`src/lpm_cfg.svh`:
```
// constants for the low-power mode controller: register offset, field positions, reset values, timing
// assumes a plain register port with byte-wide data and a 40 MHz system clock
// ==========================================================================
// Overview of operation
// [RULE1] stop instruction enters stop; all but brown-out, amplifier, watchdog powered down
// [RULE2] stop halts crystal oscillator, precision oscillator and system clock
// [RULE3] stop disables crystal interface; its two pins return to port control
// [RULE4] stop and halt both freeze the cpu and hold the program counter
// [RULE5] stop keeps watchdog oscillator if enabled, and watchdog logic if enabled
// [RULE6] stop keeps brown-out circuit only when the option bit allows it
// [RULE7] stop keeps the amplifier running while its disable bit is clear
// [RULE8] stop idles every other peripheral
// [RULE9] halt stops only the cpu; oscillator and system clock keep running
// [RULE10] halt keeps watchdog oscillator, watchdog and enabled peripherals running
// [RULE11] halt ends on interrupt, watchdog timeout, power-on, brown-out or pin reset
// [RULE12] stop ends only through stop-mode recovery
// [RULE13] neither stop nor halt means active; peripherals may still be disabled
// [RULE14] each set disable bit gates the clock or removes power of its block
// [RULE15] amplifier disable resets to one; writing zero keeps it on even in stop
// [RULE16] disable register is reset only by power-on reset
// [RULE17] brown-out active only when its disable bit is clear and option bit set
// [RULE18] bits 3,2,1 disable temperature sensor, converter, comparator; one means off
// [RULE19] software writes zeros to reserved bits 6:5 and 0
// [RULE20] a set disable bit wins over the block's own enable bits
// [RULE21] software should set amplifier disable before stop if not needed
// [RULE22] an enabled recovery pin starts recovery on either edge
// [RULE23] leaving stop restarts oscillators and waits for clock before fetching
// [RULE24] leaving halt by interrupt resumes at the held program counter after service
`ifndef LPM_CFG_SVH
`define LPM_CFG_SVH

`define LPM_PWR_DIS_ADDR 12'hf80
`define LPM_PWR_DIS_RESET 8'h80
`define LPM_BIT_AMP 7
`define LPM_BIT_BROWNOUT 4
`define LPM_BIT_TEMP 3
`define LPM_BIT_ADC 2
`define LPM_BIT_COMP 1
`define LPM_RESERVED_MASK 8'h61
`define LPM_MODE_ADDR 12'hf81
`define LPM_OSC_SETTLE_NS 1000
`define LPM_CLK_PERIOD_NS 25

`endif

```
`src/lpm_pkg.sv`:
```
// types for the low-power mode controller
// shared by the controller and its testbench
`default_nettype none
package lpm_pkg;
  typedef enum logic [1:0] {
    LPM_ACTIVE = 2'b00,
    LPM_HALT = 2'b01,
    LPM_STOP = 2'b11,
    LPM_WAKE = 2'b10
  } lpm_state_t;
endpackage : lpm_pkg
`default_nettype wire

```
`src/lpm_ctrl.sv`:
```
// low-power mode controller: stop/halt sequencing, clock and oscillator gating, peripheral disables
// assumes cpu pulses stop_instr/halt_instr for one cycle; sys_clk is the free-running reference
`timescale 1ns/1ps
`default_nettype none
`include "lpm_cfg.svh"
module lpm_ctrl
  import lpm_pkg::*;
#(
  parameter int PIN_COUNT = 8,
  parameter int SETTLE_NS = `LPM_OSC_SETTLE_NS
) (
  input wire logic sys_clk,
  input wire logic rst_n,
  input wire logic por_n,
  input wire logic [11:0] reg_addr,
  input wire logic [7:0] reg_wdata,
  input wire logic reg_write,
  input wire logic reg_read,
  output logic [7:0] reg_rdata,
  input wire logic stop_instr,
  input wire logic halt_instr,
  input wire logic irq_pending,
  input wire logic watchdog_timeout,
  input wire logic brownout_reset,
  input wire logic ext_reset,
  input wire logic watchdog_enable,
  input wire logic watchdog_osc_enable,
  input wire logic brownout_always_on_option,
  input wire logic brownout_stop_option,
  input wire logic crystal_enable,
  input wire logic [PIN_COUNT-1:0] recovery_pin,
  input wire logic [PIN_COUNT-1:0] recovery_pin_enable,
  output logic cpu_run,
  output logic pc_hold,
  output logic crystal_osc_run,
  output logic precision_osc_run,
  output logic sys_clk_gate,
  output logic crystal_pins_owned,
  output logic watchdog_osc_run,
  output logic watchdog_run,
  output logic brownout_active,
  output logic lowpower_amp_on,
  output logic temp_sensor_on,
  output logic adc_on,
  output logic comparator_on,
  output logic periph_clk_run,
  output logic stop_recovered
);
  // ==========================================================================
  // timing
  localparam int SETTLE_CYC_RAW = (SETTLE_NS + `LPM_CLK_PERIOD_NS - 1) / `LPM_CLK_PERIOD_NS;
  localparam int SETTLE_CYC = (SETTLE_CYC_RAW < 1) ? 1 : SETTLE_CYC_RAW;
  localparam int CW = $clog2(SETTLE_CYC + 1);

  // ==========================================================================
  // state
  lpm_state_t state;
  lpm_state_t next_state;
  logic [7:0] peripheral_power_disable;
  logic [CW-1:0] settle_cnt;
  logic wake_pin;
  logic halt_exit;
  logic stop_exit;
  logic settled;

  lpm_wake_edge #(
    .WIDTH(PIN_COUNT)
  ) u_wake (
    .sys_clk(sys_clk),
    .rst_n(rst_n),
    .arm(state == LPM_STOP),
    .pin_in(recovery_pin),
    .pin_enable(recovery_pin_enable),
    .wake(wake_pin)
  );

  // ==========================================================================
  // mode sequencing
  // resets end halt through rst_n too; listed here so halt releases even before reset lands
  assign halt_exit = irq_pending | watchdog_timeout | brownout_reset | ext_reset; // [RULE11]
  // only the recovery mechanism may leave stop: pin edge or watchdog timeout
  assign stop_exit = wake_pin | (watchdog_timeout & watchdog_run); // [RULE12]
  assign settled = (settle_cnt == CW'(SETTLE_CYC));

  always_comb begin
    next_state = state;
    unique case (state)
      LPM_ACTIVE: begin
        if (stop_instr) begin
          next_state = LPM_STOP; // [RULE1]
        end else if (halt_instr) begin
          next_state = LPM_HALT; // [RULE9]
        end
      end
      LPM_HALT: begin
        if (halt_exit) begin
          next_state = LPM_ACTIVE; // [RULE24]
        end
      end
      LPM_STOP: begin
        if (stop_exit) begin
          next_state = LPM_WAKE; // [RULE12]
        end
      end
      LPM_WAKE: begin
        if (settled) begin
          next_state = LPM_ACTIVE; // [RULE23]
        end
      end
    endcase
  end

  always_ff @(posedge sys_clk) begin
    if (!rst_n) begin
      state <= LPM_ACTIVE;
    end else begin
      state <= next_state;
    end
  end

  // settle counter runs on the free reference while the gated clock is held off
  always_ff @(posedge sys_clk) begin
    if (!rst_n || state != LPM_WAKE) begin
      settle_cnt <= '0;
    end else if (!settled) begin
      settle_cnt <= settle_cnt + CW'(1); // [RULE23]
    end
  end

  always_ff @(posedge sys_clk) begin
    if (!rst_n) begin
      stop_recovered <= 1'b0;
    end else begin
      stop_recovered <= (state == LPM_WAKE) && settled;
    end
  end

  // ==========================================================================
  // peripheral disable register, loaded with its reset value only by power-on reset
  logic hit_pwr;
  logic hit_mode;
  logic [7:0] pwr_wdata;
  assign hit_pwr = (reg_addr == `LPM_PWR_DIS_ADDR);
  assign hit_mode = (reg_addr == `LPM_MODE_ADDR);
  // reserved bits are held at zero whatever software writes
  assign pwr_wdata = reg_wdata & ~`LPM_RESERVED_MASK; // [RULE19]

  always_ff @(posedge sys_clk) begin
    if (!por_n) begin
      peripheral_power_disable <= `LPM_PWR_DIS_RESET; // [RULE16] [RULE15]
    end else if (reg_write && hit_pwr) begin
      peripheral_power_disable <= pwr_wdata;
    end
  end

  always_ff @(posedge sys_clk) begin
    if (!rst_n) begin
      reg_rdata <= 8'h00;
    end else if (reg_read && hit_pwr) begin
      reg_rdata <= peripheral_power_disable;
    end else if (reg_read && hit_mode) begin
      reg_rdata <= {6'h00, state};
    end else begin
      reg_rdata <= 8'h00;
    end
  end

  // ==========================================================================
  // gating outputs
  logic in_stop;
  logic in_halt;
  logic clk_live;
  assign in_stop = (state == LPM_STOP) || (state == LPM_WAKE);
  assign in_halt = (state == LPM_HALT);
  assign clk_live = !in_stop; // [RULE13]

  assign cpu_run = !in_stop && !in_halt; // [RULE4]
  assign pc_hold = in_stop || in_halt; // [RULE4]
  // oscillators restart during the wake settle window, clock gate opens after
  assign crystal_osc_run = (state != LPM_STOP) && crystal_enable; // [RULE2] [RULE23]
  assign precision_osc_run = (state != LPM_STOP); // [RULE2]
  assign sys_clk_gate = clk_live; // [RULE2] [RULE9]
  assign crystal_pins_owned = crystal_enable && !in_stop; // [RULE3]
  assign watchdog_osc_run = in_stop ? watchdog_osc_enable : 1'b1; // [RULE5] [RULE10]
  assign watchdog_run = watchdog_enable; // [RULE5] [RULE10]
  assign brownout_active = !peripheral_power_disable[`LPM_BIT_BROWNOUT] && brownout_always_on_option
                           && (!in_stop || brownout_stop_option); // [RULE17] [RULE6]
  assign lowpower_amp_on = !peripheral_power_disable[`LPM_BIT_AMP]; // [RULE7] [RULE15] [RULE20]
  assign temp_sensor_on = clk_live && !peripheral_power_disable[`LPM_BIT_TEMP]; // [RULE18] [RULE8]
  assign adc_on = clk_live && !peripheral_power_disable[`LPM_BIT_ADC]; // [RULE18] [RULE8]
  assign comparator_on = clk_live && !peripheral_power_disable[`LPM_BIT_COMP]; // [RULE18] [RULE14]
  assign periph_clk_run = clk_live; // [RULE8] [RULE10]

  // ==========================================================================
  // checks
  a_stop_entry: assert property (@(posedge sys_clk) disable iff (!rst_n)
    (state == LPM_ACTIVE && stop_instr) |=> (state == LPM_STOP && !sys_clk_gate)) // [RULE1]
    else $error("stop instruction did not enter stop");
  a_halt_clock: assert property (@(posedge sys_clk) disable iff (!rst_n)
    (state == LPM_HALT) |-> (sys_clk_gate && !cpu_run && pc_hold)) // [RULE9]
    else $error("halt gated the clock or ran the cpu");
  a_stop_osc_off: assert property (@(posedge sys_clk) disable iff (!rst_n)
    (state == LPM_STOP) |-> (!crystal_osc_run && !precision_osc_run && !crystal_pins_owned)) // [RULE2]
    else $error("oscillator left running in stop");
  a_halt_exit_irq: assert property (@(posedge sys_clk) disable iff (!rst_n)
    (state == LPM_HALT && irq_pending) |=> (state == LPM_ACTIVE && cpu_run)) // [RULE11]
    else $error("interrupt did not end halt");
  a_stop_stays: assert property (@(posedge sys_clk) disable iff (!rst_n)
    (state == LPM_STOP && !stop_exit) |=> (state == LPM_STOP)) // [RULE12]
    else $error("stop left without recovery");
  a_wake_settle: assert property (@(posedge sys_clk) disable iff (!rst_n)
    ($rose(state == LPM_WAKE)) |-> (!cpu_run)[*2]) // [RULE23]
    else $error("cpu resumed before clock settled");
  a_amp_reg: assert property (@(posedge sys_clk) disable iff (!por_n)
    (reg_write && hit_pwr) |=> (lowpower_amp_on == !$past(reg_wdata[7]))) // [RULE15]
    else $error("amplifier did not follow its disable bit");
  a_reserved_zero: assert property (@(posedge sys_clk) disable iff (!por_n)
    (peripheral_power_disable & `LPM_RESERVED_MASK) == 8'h00) // [RULE19]
    else $error("reserved bits set");
  a_adc_disable: assert property (@(posedge sys_clk) disable iff (!rst_n)
    peripheral_power_disable[`LPM_BIT_ADC] |-> !adc_on) // [RULE20]
    else $error("disabled converter still on");
endmodule : lpm_ctrl
`default_nettype wire

```
`src/lpm_wake_edge.sv`:
```
// recovery pin edge detector: flags a change in either direction on enabled pins
// assumes pins already synchronous to sys_clk
`timescale 1ns/1ps
`default_nettype none
module lpm_wake_edge #(
  parameter int WIDTH = 8
) (
  input wire logic sys_clk,
  input wire logic rst_n,
  input wire logic arm,
  input wire logic [WIDTH-1:0] pin_in,
  input wire logic [WIDTH-1:0] pin_enable,
  output logic wake
);
  logic [WIDTH-1:0] pin_prev;
  logic [WIDTH-1:0] pin_change;

  genvar i;
  for (i = 0; i < WIDTH; i++) begin : g_pin
    assign pin_change[i] = pin_enable[i] & (pin_in[i] ^ pin_prev[i]); // [RULE22]
  end

  assign wake = arm & (|pin_change);

  // prev tracks the pin at all times so entering stop does not fake an edge
  always_ff @(posedge sys_clk) begin
    if (!rst_n) begin
      pin_prev <= '0;
    end else begin
      pin_prev <= pin_in;
    end
  end

  a_wake_on_edge: assert property (@(posedge sys_clk) disable iff (!rst_n)
    (arm && (pin_enable & (pin_in ^ $past(pin_in))) != '0) |-> wake) // [RULE22]
    else $error("enabled pin edge did not raise wake");
endmodule : lpm_wake_edge
`default_nettype wire
```
`config.mk`:
```
export PLATFORM = sky130hd
export DESIGN_NAME = lpm_ctrl
export DESIGN_NICKNAME = d
export VERILOG_FILES = /design/src/lpm_pkg.sv /design/src/lpm_ctrl.sv /design/src/lpm_wake_edge.sv
export VERILOG_INCLUDE_DIRS = /design/src
export SDC_FILE = /design/constraint.sdc
export NUM_CORES = 1
export LEC_CHECK = 0
export BUFFER_PORTS_ARGS = -buffer_cell sky130_fd_sc_hd__buf_4
export CAP_MARGIN = 10
export CORE_MARGIN = 2
export CORE_UTILIZATION = 39
export CTS_BUF_LIST = sky130_fd_sc_hd__clkbuf_4 sky130_fd_sc_hd__clkbuf_8 sky130_fd_sc_hd__clkbuf_16
export CTS_CLUSTER_SIZE = 30
export DETAILED_ROUTE_END_ITERATION = 16
export PLACE_DENSITY_LB_ADDON = 0.08
export SYNTH_ARGS = -nofsm -noshare
export SYNTH_HDL_FRONTEND = slang
export SYNTH_HIERARCHICAL = 1
export SYNTH_SLANG_ARGS = --single-unit
```
`constraint.sdc`:
```
create_clock -name sys_clk -period 1.26 [get_ports sys_clk]
set_input_delay 0.063 -clock sys_clk [delete_from_list [all_inputs] [get_ports sys_clk]]
set_output_delay 0.063 -clock sys_clk [all_outputs]
set_load 0.01 [all_outputs]
```
=== Word-level counts from Yosys, hierarchy flattened ===
Cells that the tools add are included.
W data, S select, Z words.

* Register bits: 30

* $add $sub $neg: 1
* Equal/unequal tests: 12
* Muxes and demuxes: 9
* Bitwise operators: 24
* Reductions and logical operators: 29

{| class="wikitable"
|+ Operator list
! kind !! count
|-
| $eq A12 B12 Y1 const B || 2
|-
| $logic_and A1 B1 Y1 || 12
|-
| $mux W2 || 6
|-
| $and A1 B1 Y1 || 10
|-
| $ne A2 B2 Y1 const B || 5
|-
| $logic_not A1 Y1 || 8
|-
| $mux W8 || 1
|-
| $pmux W2 S4 || 1
|-
| $reduce_or A8 Y1 || 1
|-
| $xor A1 B1 Y1 || 8
|-
| $add A6 B1 Y6 const B || 1
|-
| $eq A6 B6 Y1 const B || 1
|-
| $eq A2 B2 Y1 const B || 2
|-
| $logic_or A1 B1 Y1 || 4
|-
| $or A1 B1 Y1 || 4
|-
| $reduce_and A4 Y1 || 1
|-
| $ne A3 B3 Y1 const B || 1
|-
| $reduce_or A3 Y1 || 1
|-
| $eq A2 B1 Y1 const B || 1
|-
| $logic_not A2 Y1 || 1
|-
| $not A1 Y1 || 2
|-
| $reduce_or A2 Y1 || 1
|-
| $mux W1 || 1
|}

=== Depth between registers and ports, before layout ===
Gate-level depths: netlist of run 1.

* Word-level depth: 7
* Depth in mapped cells: 7
* Mapped depth without buffers: 6

=== Cells and area by module ===
The synthesis of run 1 kept the hierarchy.

{| class="wikitable"
|+ By module, submodules not included
! module !! instances !! cells each !! area each (um^2)
|-
| lpm_ctrl || 1 || 116 || 1016.0
|-
| lpm_wake_edge || 1 || 30 || 324.1
|}

=== Worst setup path after synthesis of run 1 ===
OpenSTA, ideal clock, no wires.

* Path kind: flip-flop to flip-flop
* Start: register state[1]
* End: register state[0]
* Data arrival time: 1287 ps
* Setup slack: -147 ps
* Cell stages (with the launch flop): 8
* Buffers on the path: 1
* Clock period less this slack: 1407 ps
* Cell sequence: dfxtp_1 clkbuf_1 nand2_1 inv_1 inv_1 a41oi_1 a211oi_1 o31a_1

* Word-level cells in the longest chain between the ends: 5
* Elaborated cells on any way between the ends: 12
* Those cells by class: eq/ne (7); mux (1); bitwise (2); reduce/logical (2)

{| class="wikitable"
|+ Ends and longest elaborated chain
! item !! line !! RTL
|-
| from (decl) || lpm_ctrl.sv:57 || <nowiki>lpm_state_t state;</nowiki>
|-
| from (signal assigned) || lpm_ctrl.sv:117 || <nowiki>state <= next_state;</nowiki>
|-
| $eq A2 B2 Y1 || lpm_ctrl.sv:71 || <nowiki>.arm(state == LPM_STOP),</nowiki>
|-
| $and A1 B1 Y1 || lpm_wake_edge.sv:23 || <nowiki>assign wake = arm & (|pin_change);</nowiki>
|-
| net wake_pin || lpm_ctrl.sv:61 || <nowiki>logic wake_pin;</nowiki>
|-
| $or A1 B1 Y1 || lpm_ctrl.sv:82 || <nowiki>assign stop_exit = wake_pin | (watchdog_timeout & watchdog_run);</nowiki>
|-
| $ne A2 B2 Y1 (no line) || - ||
|-
| $reduce_and A4 Y1 (no line) || - ||
|}

The timed path passes the listed nets, and every way through them passes these cells.
A chain may end at the register's enable or synchronous reset.

==> impl_metrics.env, run 1 <==
export IMPL_syn_inst=146
export IMPL_clk_pin_slew_ns=0.15
export IMPL_fillCellCount=274
export IMPL_finish_utilization_pct=70.4
export IMPL_drt_initial_drc_count=37
export IMPL_num_rows=21
export IMPL_routabilityCongestion=0.750
export IMPL_synth_most_common_cell="dfxtp_1"
export IMPL_syn_to_final_growth_pct=73.9
export IMPL_worst_slack_ns=-0.0102
export IMPL_synth_area_leaders="dfxtp_1 42%, xor2_1 6.5%, mux2i_1 4.5%"
export IMPL_yosys_top_cells_count="28 x dfxtp_1, 13 x nand2_1, 11 x inv_1, 10 x xor2_1, 8 x and2_1"
export IMPL_hp_class="input pin to flip-flop"
export IMPL_start_util_pct=40.5
export IMPL_path_cells="dlygate4sd3_1, buf_4, xor2_1, a22oi_2, a41oi_2, a211oi_2, o31a_1"
export IMPL_synth_compound_area_share_pct=7.47
export IMPL_wirelength_um=3610
export IMPL_via_per_inst=4.69
export IMPL_critPathTopFamily="buffers and inverters"
export IMPL_grt_use_total_pct=18.1
export IMPL_dpl_hpwl_um=2500
export IMPL_grt_max_degree=17
export IMPL_grt_ovfl_total=0
export IMPL_hold_slack_ns=0.0217
export IMPL_fin_crit_ns=1.27
export IMPL_ant_nets=0
export IMPL_ioPinCount=75
export IMPL_grt_pass1_wl_um=5800
export IMPL_synth_top_area_share_pct=41.8
export IMPL_dp_slack_ns=-0.102
export IMPL_drv_slew=0
export IMPL_r2r_setup_slack_ns=0.03
export IMPL_synth_xor_area_share_pct=7.19
export IMPL_tns_ns=-0.0140
export IMPL_startpoint_type="input pin"
export IMPL_crit_arrival_ns=1.51
export IMPL_synth_flop_cell="dfxtp_1"
export IMPL_fmax_mhz=787
export IMPL_clk_insertion_delay_late_ns=0.33
export IMPL_vias=1340
export IMPL_cp_end_kind="flip-flop"
export IMPL_cts_sinks=28
export IMPL_syn_cell_area_um2=1340
export IMPL_synth_largest_area_cell="dfxtp_1"
export IMPL_cts_path_max_buffers=2
export IMPL_critical_path_max_stage_delay_ns=0.54
export IMPL_grt_pass1_vias=1353
export IMPL_worst_setup_path_type="input pin to flip-flop"
export IMPL_first_pass_iters=4
export IMPL_antenna_found_initial=0
export IMPL_synthMuxAreaShare_pct=4.48
export IMPL_skew_ns=0.00387
export IMPL_seq_area_frac_synth_pct=41.8
export IMPL_core_um2=3310
export IMPL_dieArea_um2=3920
export IMPL_die_x_um=62.6
export IMPL_fin_nets=295
export IMPL_wl_per_cell_um=12.6
export IMPL_drive_gt1_share_pct=50.8
export IMPL_cts_buffers=3
export IMPL_portBuffers=69
export IMPL_synth_simple_area_share_pct=29.6
export IMPL_p_per_area_nw_per_um2=864
export IMPL_worst_path_buf_inv=2
export IMPL_synthArstFlopShare_pct=0
export IMPL_cts_root_buf="clkbuf_4"
export IMPL_yosysUniqueCellTypes=39
export IMPL_antenna_cells=0
export IMPL_synth_adder_area_share_pct=1.87
export IMPL_post_route_period_util_pct=101
export IMPL_status="finished with violations"
export IMPL_p_leak_nw=1.05
export IMPL_critPathMaxFanout=2
export IMPL_dieHeight_um=62.6
export IMPL_drv_cap=0
export IMPL_setup_viol=2
export IMPL_syn_avg_cell_area_um2=9.18
export IMPL_cts_tree="built"
export IMPL_drc=0
export IMPL_cp_slowest_cell="dlygate4sd3_1"
export IMPL_synth_top_family_by_area="simple AND/OR/NAND/NOR gates"
export IMPL_worstPathRequired_ns=1.50
export IMPL_ys_seq_elements=28
export IMPL_rsz0062_at_grt="true"
export IMPL_ys_warn_count=6
export IMPL_violations="negative setup slack"
export IMPL_hold_viol_final=0
export IMPL_cts_htree_levels=1
export IMPL_synth_enable_flop_cells=0
export IMPL_vdd_drop_max_uv=507
[final timing paths]
| check | cells past startpoint | end | from |
|---|---|---|---|
| min reg2reg | 2 | peripheral_power_disable[4] | peripheral_power_disable[4] |
| max reg2reg | 5 | state[0] | u_wake/pin_prev[6] |
| max | 7 | state[0] | recovery_pin[1] |
| min | 3 | peripheral_power_disable[1] | por_n |
[worst reg2reg max path: stages, from the launching register on]
cell and delay [ns]:
dfxtp_2 0.36, xor2_1 0.17, a22oi_2 0.12, a41oi_2 0.22, a211oi_2 0.05, o31a_1 0.23
[timing repair]
action / CTS / global route
endpoints found under the hold margin: 15 / 0
gates resized for setup: 15 / 31
setup buffers: 5 / 1
hold buffers: 15 / 0
endpoints found under the setup margin: 4 / 18
pin swaps: 6 / 5
gates cloned: 0 / 0
[placed cells by master, fill, tap and decap left out, types with 4 or more instances in the layout]
master	count
a21oi_1	4
and2_1	8
buf_4	69
buf_6	12
dfxtp_1	23
dfxtp_2	5
dlygate4sd3_1	14
inv_1	8
inv_2	4
mux2i_1	6
nand2_1	11
nor2b_1	4
nor3_1	4
nor3_2	7
xor2_1	10
[registers in the layout, indices dropped and copies added, names as in the netlist]
signal and cells:
u_wake/pin_prev 8, peripheral_power_disable 5, stop_recovered 1, state 2, reg_rdata 6, settle_cnt 6
[layer usage]
layer | up-vias | global-route usage [%] | part of all wire (%)
met5 | - | 0 | 0
met4 | 0 | 5.83 | 0.19
met3 | 2 | 3.42 | 4.8
met2 | 43 | 34.8 | 57
met1 | 623 | 19.8 | 38
li1 | 672 | - | -
[cells by family (layout without fill, tap and decap cells)]
family	count (synthesis)	count (layout)
other	1	2
flip-flops	28	28
multiplexers	6	6
AO/OA/AOI/OAI	15	15
buffers and inverters	20	113
XOR/XNOR	11	11
AND/OR/NAND/NOR	63	63
adder cells (fa/ha/maj)	2	2
[cell type report]
cell class | instances | area (µm²) | area share, %
Multi-Input combinational cell | 99 | 788 | 33.8
Sequential cell | 28 | 567 | 24.3
Timing Repair Buffer | 97 | 821 | 35.2
Clock buffer | 3 | 22.5 | 0.966
Clock inverter | 1 | 30.0 | 1.29
Tap cell | 46 | 57.6 | 2.47
Inverter | 12 | 45.0 | 1.93
[stage by stage]
step	std cells	area, µm²	total power (W)
after floorplan	147	1350	0.00109
after global placement	261	1920	0.00128
after detailed placement	261	1920	0.00129
after CTS	285	2210	0.00198
after global routing	286	2330	0.00212
final	286	2330	0.00201
[where the power goes]
part	switching (W)	internal (W)	leakage, nW	total [W]
Sequential	0.0000150	0.000910	0.230	0.000925
Combinational	0.000191	0.000303	0.795	0.000494
Clock	0.000273	0.000322	0.0279	0.000595
Note: power is estimated with default switching activity, not from simulation.
==> run 2: changes to the inputs <==
- PLACE_DENSITY: not set -> 0.75
- PLACE_DENSITY_LB_ADDON: 0.08 -> not set
==> run 2 against run 1 <==
Against the previous run: the run still ends with negative setup slack left; wire length shrank 5.4%; combinational power is 14% lower; utilization down 3.3 points; first-iteration DRC count up 120%; non-clock buffer count down 4; setup slack improved by 0.0011 ns; critical path depth shrank 3; total power shrank 4.0%; clock skew hardly changed; hold slack gained 0.070 ns.
==> impl_metrics.env, run 2 (same netlist as run 1, synthesis figures left out) <==
export IMPL_status="finished with violations"
export IMPL_finish_utilization_pct=67.1
export IMPL_setup_viol=3
export IMPL_critPathMaxFanout=5
export IMPL_ioPinCount=75
export IMPL_vias=1281
export IMPL_clock_power_share_pct=30.2
export IMPL_cp_slowest_cell="dfxtp_4"
export IMPL_startpoint_type="flip-flop"
export IMPL_layout_commonest_cell="buf_4"
export IMPL_cts_sinks=28
export IMPL_rsz0062_at_grt="true"
export IMPL_worst_setup_path_type="flip-flop to primary output"
export IMPL_cts_buffers=3
export IMPL_p_leak_nw=1.01
export IMPL_p_per_area_nw_per_um2=870
export IMPL_worst_slack_ns=-0.00902
export IMPL_dp_slack_ns=-0.0915
export IMPL_hold_viol_final=0
export IMPL_hp_class="input pin to flip-flop"
export IMPL_power_internal_w=0.00149
export IMPL_cts_tree="built"
export IMPL_skew_ns=0.00381
export IMPL_cts_root_buf="clkbuf_4"
export IMPL_fin_nets=291
export IMPL_die_x_um=62.6
export IMPL_grt_max_degree=17
export IMPL_syn_to_final_growth_pct=65.8
export IMPL_cp_end_kind="primary output"
export IMPL_fillCellCount=275
export IMPL_cts_htree_levels=1
export IMPL_dpl_hpwl_um=2390
export IMPL_vdd_drop_max_uv=520
export IMPL_drt_initial_drc_count=82
export IMPL_grt_ovfl_total=0
export IMPL_layout_common_cells="73 x buf_4, 26 x dfxtp_1, 14 x dlygate4sd3_1, 12 x nand2_1, 11 x inv_1"
export IMPL_path_cells="buf_6, buf_4, nor2_2, buf_4"
export IMPL_crit_arrival_ns=1.21
export IMPL_core_um2=3310
export IMPL_antenna_cells=0
export IMPL_clk_pin_slew_ns=0.15
export IMPL_regMostFlops="u_wake/pin_prev"
export IMPL_grt_pass1_vias=1269
export IMPL_via_per_inst=4.54
export IMPL_seqCellArea_um2=566
export IMPL_placed_cells=260
export IMPL_clk_insertion_delay_late_ns=0.32
export IMPL_cts_path_max_buffers=2
export IMPL_dieArea_um2=3920
export IMPL_drv_cap=0
export IMPL_grt_pass1_wl_um=5440
export IMPL_portBuffers=69
export IMPL_reg_largest_list="u_wake/pin_prev: 8 flops, reg_rdata: 6 flops, settle_cnt: 6 flops"
export IMPL_grt_use_total_pct=17.3
export IMPL_wl_per_cell_um=12.1
export IMPL_largest_register_ffs=8
export IMPL_critical_path_max_stage_delay_ns=0.39
export IMPL_swShare_pct=22.9
export IMPL_start_util_pct=40.5
export IMPL_worstPathRequired_ns=1.20
export IMPL_antenna_found_initial=0
export IMPL_multi_input_area_um2=741
export IMPL_final_cells=282
export IMPL_seqPwrFrac_pct=47.9
export IMPL_routabilityCongestion=0.745
export IMPL_switching_power_w=0.000443
export IMPL_violations="negative setup slack"
export IMPL_drc=0
export IMPL_post_route_period_util_pct=101
export IMPL_fmax_mhz=788
export IMPL_wirelength_um=3420
export IMPL_dieHeight_um=62.6
export IMPL_drv_slew=0
export IMPL_first_pass_iters=4
export IMPL_ant_nets=0
export IMPL_comb_power_share_pct=21.9
export IMPL_drive_gt1_share_pct=44.5
export IMPL_num_rows=21
export IMPL_cp_common_cell="buf_4"
export IMPL_fin_crit_ns=1.27
[run 2: path summary, 6_finish.rpt]
kind                                from                           to  slack, ns  cells after the start
max                             state[1]                comparator_on     -0.009                      4
max reg2reg           u_wake/pin_prev[6]                     state[0]       0.05                      5
min                           halt_instr                     state[0]       0.09                      4
min reg2reg  peripheral_power_disable[4]  peripheral_power_disable[4]       0.47                      2
[run 2: worst max-delay path: cells and delay by family, from the launching register on]
family                 cells  cell delay [ns]
buffers and inverters      3             0.39
AND/OR/NAND/NOR            1             0.10
flip-flops                 1             0.39
[run 2: area by class of cell]
class,instances,share of cell area (%)
clock buffers,3,1.01
inverters,12,2.14
well taps,46,2.59
repair buffers,93,34.1
flip-flops and latches,28,25.5
clock inverters,1,1.35
multi-input cells,99,33.3
[run 2: layer usage]
metal | track usage [%] | share of wire [%]
met1 | 17.7 | 37
met2 | 34.5 | 58
met3 | 3.96 | 5.0
met4 | 5.00 | 0.58
met5 | 0 | 0
[run 2: timing repair]
action	4_1_cts	5_1_grt
setup buffers	2	1
hold buffers	14	2
resized for setup	5	17
endpoints found under the setup margin	2	13
pin swaps	2	3
endpoints found under the hold margin	14	4
[run 2: power by group through the flow]
stage	logic (W)	registers (W)	clock network [W]
after floorplan	0.000147	0.000939	0
after global placement	0.000340	0.000943	0
after detailed placement	0.000344	0.000943	0
after CTS	0.000394	0.000924	0.000596
after global routing	0.000461	0.000930	0.000652
final	0.000424	0.000927	0.000583
[run 2: stage by stage]
step	TNS [ns]	hold slack, ns	total power [W]	area [µm²]
after floorplan	0	0.185	0.00109	1350
after global placement	-0.354	0.281	0.00128	1910
after detailed placement	-0.480	0.287	0.00129	1910
after CTS	-0.00207	0.000752	0.00192	2140
after global routing	-0.389	0.0646	0.00204	2220
final	-0.0105	0.0915	0.00193	2220
==> run 3: changes to the inputs <==
- BUFFER_PORTS_ARGS: -buffer_cell sky130_fd_sc_hd__buf_4 -> -buffer_cell sky130_fd_sc_hd__buf_2
- PLACE_DENSITY: 0.75 -> 0.87
==> run 3 against run 2 <==
Against the previous run: final cell count decreased by 0.35%; largest power group unchanged; highest routed layer unchanged; sequential cell count unchanged; setup slack got worse by 0.039 ns; clock skew increased by 0.0048 ns; the run still ends with negative setup slack left; count of clock-buffer cells in the layout unchanged; critical path depth increased by 3; global-route usage increased by 0.34 points; die area unchanged; combinational power decreased by 11%.
==> impl_metrics.env, run 3 (same netlist as run 1, synthesis figures left out) <==
export IMPL_routabilityCongestion=0.885
export IMPL_start_util_pct=40.5
export IMPL_grtUsageMet2_pct=33.7
export IMPL_antenna_found_initial=0
export IMPL_whs_path_depth=3
export IMPL_fmax_mhz=765
export IMPL_worst_setup_path_type="input pin to flip-flop"
export IMPL_cts_path_max_buffers=2
export IMPL_vdd_drop_max_uv=437
export IMPL_drive_gt1_share_pct=47.7
export IMPL_cts_tree="built"
export IMPL_via_per_inst=4.70
export IMPL_ant_nets=0
export IMPL_dieHeight_um=62.6
export IMPL_drv_cap=0
export IMPL_cts_root_buf="clkbuf_4"
export IMPL_grtUsageMet1_pct=19.6
export IMPL_core_um2=3310
export IMPL_layout_commonest_cell="buf_2"
export IMPL_hp_class="input pin to flip-flop"
export IMPL_antenna_cells=0
export IMPL_dpl_hpwl_um=2470
export IMPL_drt_initial_drc_count=60
export IMPL_drv_slew=0
export IMPL_cts_buffers=3
export IMPL_rsz0062_at_grt="true"
export IMPL_regMostFlops="u_wake/pin_prev"
export IMPL_grt_pass1_vias=1317
export IMPL_reg_largest_list="u_wake/pin_prev: 8 flops, reg_rdata: 6 flops, settle_cnt: 6 flops"
export IMPL_vias=1320
export IMPL_cts_htree_levels=1
export IMPL_clk_insertion_delay_late_ns=0.33
export IMPL_grt_ovfl_total=0
export IMPL_cts_sinks=28
export IMPL_skew_ns=0.00864
export IMPL_crit_arrival_ns=1.59
export IMPL_fin_nets=290
export IMPL_grt_use_total_pct=17.7
export IMPL_grt_pass1_wl_um=5540
export IMPL_p_leak_nw=0.936
export IMPL_hold_slack_ns=0.0132
export IMPL_first_pass_iters=4
export IMPL_layout_common_cells="66 x buf_2, 23 x dfxtp_1, 16 x dlygate4sd3_1, 12 x nand2_1, 9 x inv_1"
export IMPL_clk_pin_slew_ns=0.15
export IMPL_placed_cells=260
export IMPL_p_per_area_nw_per_um2=925
export IMPL_wl_per_cell_um=12.6
export IMPL_num_rows=21
export IMPL_fin_crit_ns=1.31
export IMPL_critPathMaxFanout=2
export IMPL_syn_to_final_growth_pct=53.9
export IMPL_worstPathRequired_ns=1.54
export IMPL_post_route_period_util_pct=104
export IMPL_ioPinCount=75
export IMPL_top_usage_layer="met2"
export IMPL_drc=0
export IMPL_fillCellCount=295
export IMPL_setup_viol=1
export IMPL_die_x_um=62.6
export IMPL_reg2reg_depth=5
export IMPL_hold_viol_final=0
export IMPL_dp_slack_ns=-0.0888
export IMPL_largest_register_ffs=8
export IMPL_total_power_w=0.00191
export IMPL_cp_end_kind="flip-flop"
export IMPL_final_cells=281
export IMPL_grt_max_degree=17
export IMPL_wirelength_um=3530
export IMPL_worst_slack_ns=-0.0477
export IMPL_violations="negative setup slack"
export IMPL_startpoint_type="input pin"
export IMPL_portBuffers=69
export IMPL_status="finished with violations"
export IMPL_dieArea_um2=3920
export IMPL_grtUsageMet3_pct=3.96
[run 3: cell count changes in the layout (fill, tap and decap cells not counted), moves of 3 or more]
| cell | change |
|---|---|
| buf_2 | +66 |
| inv_2 | +3 |
| nor2_1 | +3 |
| dfxtp_1 | -3 |
| buf_4 | -68 |
[run 3: worst paths after layout]
check / to / slack (ns) / startpoint
max: state[0] / -0.05 / recovery_pin[0]
min: reg_rdata[0] / 0.01 / reg_addr[0]
max reg2reg: state[0] / -0.03 / u_wake/pin_prev[3]
min reg2reg: reg_rdata[3] / 0.48 / peripheral_power_disable[3]
[run 3: metrics by stage]
stage               utilization (%)  cell area, µm²  setup TNS [ns]
CTS                            59.1            1960               0
finish                         62.3            2060         -0.0477
global placement               52.6            1740          -0.417
detailed placement             52.6            1740          -0.515
global route                   62.3            2060          -0.113
floorplan                         -            1350               0
[run 3: critical path, cell delays in order]
cell and delay (ns):
dlygate4sd3_1 0.54, buf_2 0.14, xor2_1 0.14, a22oi_1 0.19, a41oi_2 0.15, a211oi_2 0.21, o31a_1 0.15
[run 3: cell type report]
class                      count  area [µm²]  area share, %
multi-input combinational     99         751           36.4
tap                           46        57.6           2.79
inverter                      12        45.0           2.18
clock buffer                   3        22.5           1.09
sequential                    28         572           27.7
clock inverter                 1        30.0           1.46
timing repair buffer          92         584           28.3
[run 3: metal layers]
| layer | wire length, µm | vias up |
|---|---|---|
| met5 | 0 | - |
| met1 | 1330 | 609 |
| met3 | 190 | 8 |
| li1 | - | 656 |
| met2 | 1930 | 47 |
| met4 | 77 | 0 |
[run 3: repair_timing]
action                                 4_1_cts  5_1_grt
resized for setup                            3       25
setup buffers                                2        0
hold buffers                                15        1
pin swaps                                    2        8
setup endpoints to repair                    5       11
endpoints found under the hold margin       13        2
gates cloned                                 0        0
[run 3: power breakdown]
part	leakage [nW]	switching, W	internal [W]	total [W]
Sequential	0.231	0.0000207	0.000910	0.000931
Combinational	0.677	0.000169	0.000210	0.000379
Clock	0.0279	0.000275	0.000322	0.000597
Total	0.936	0.000465	0.00144	0.00191
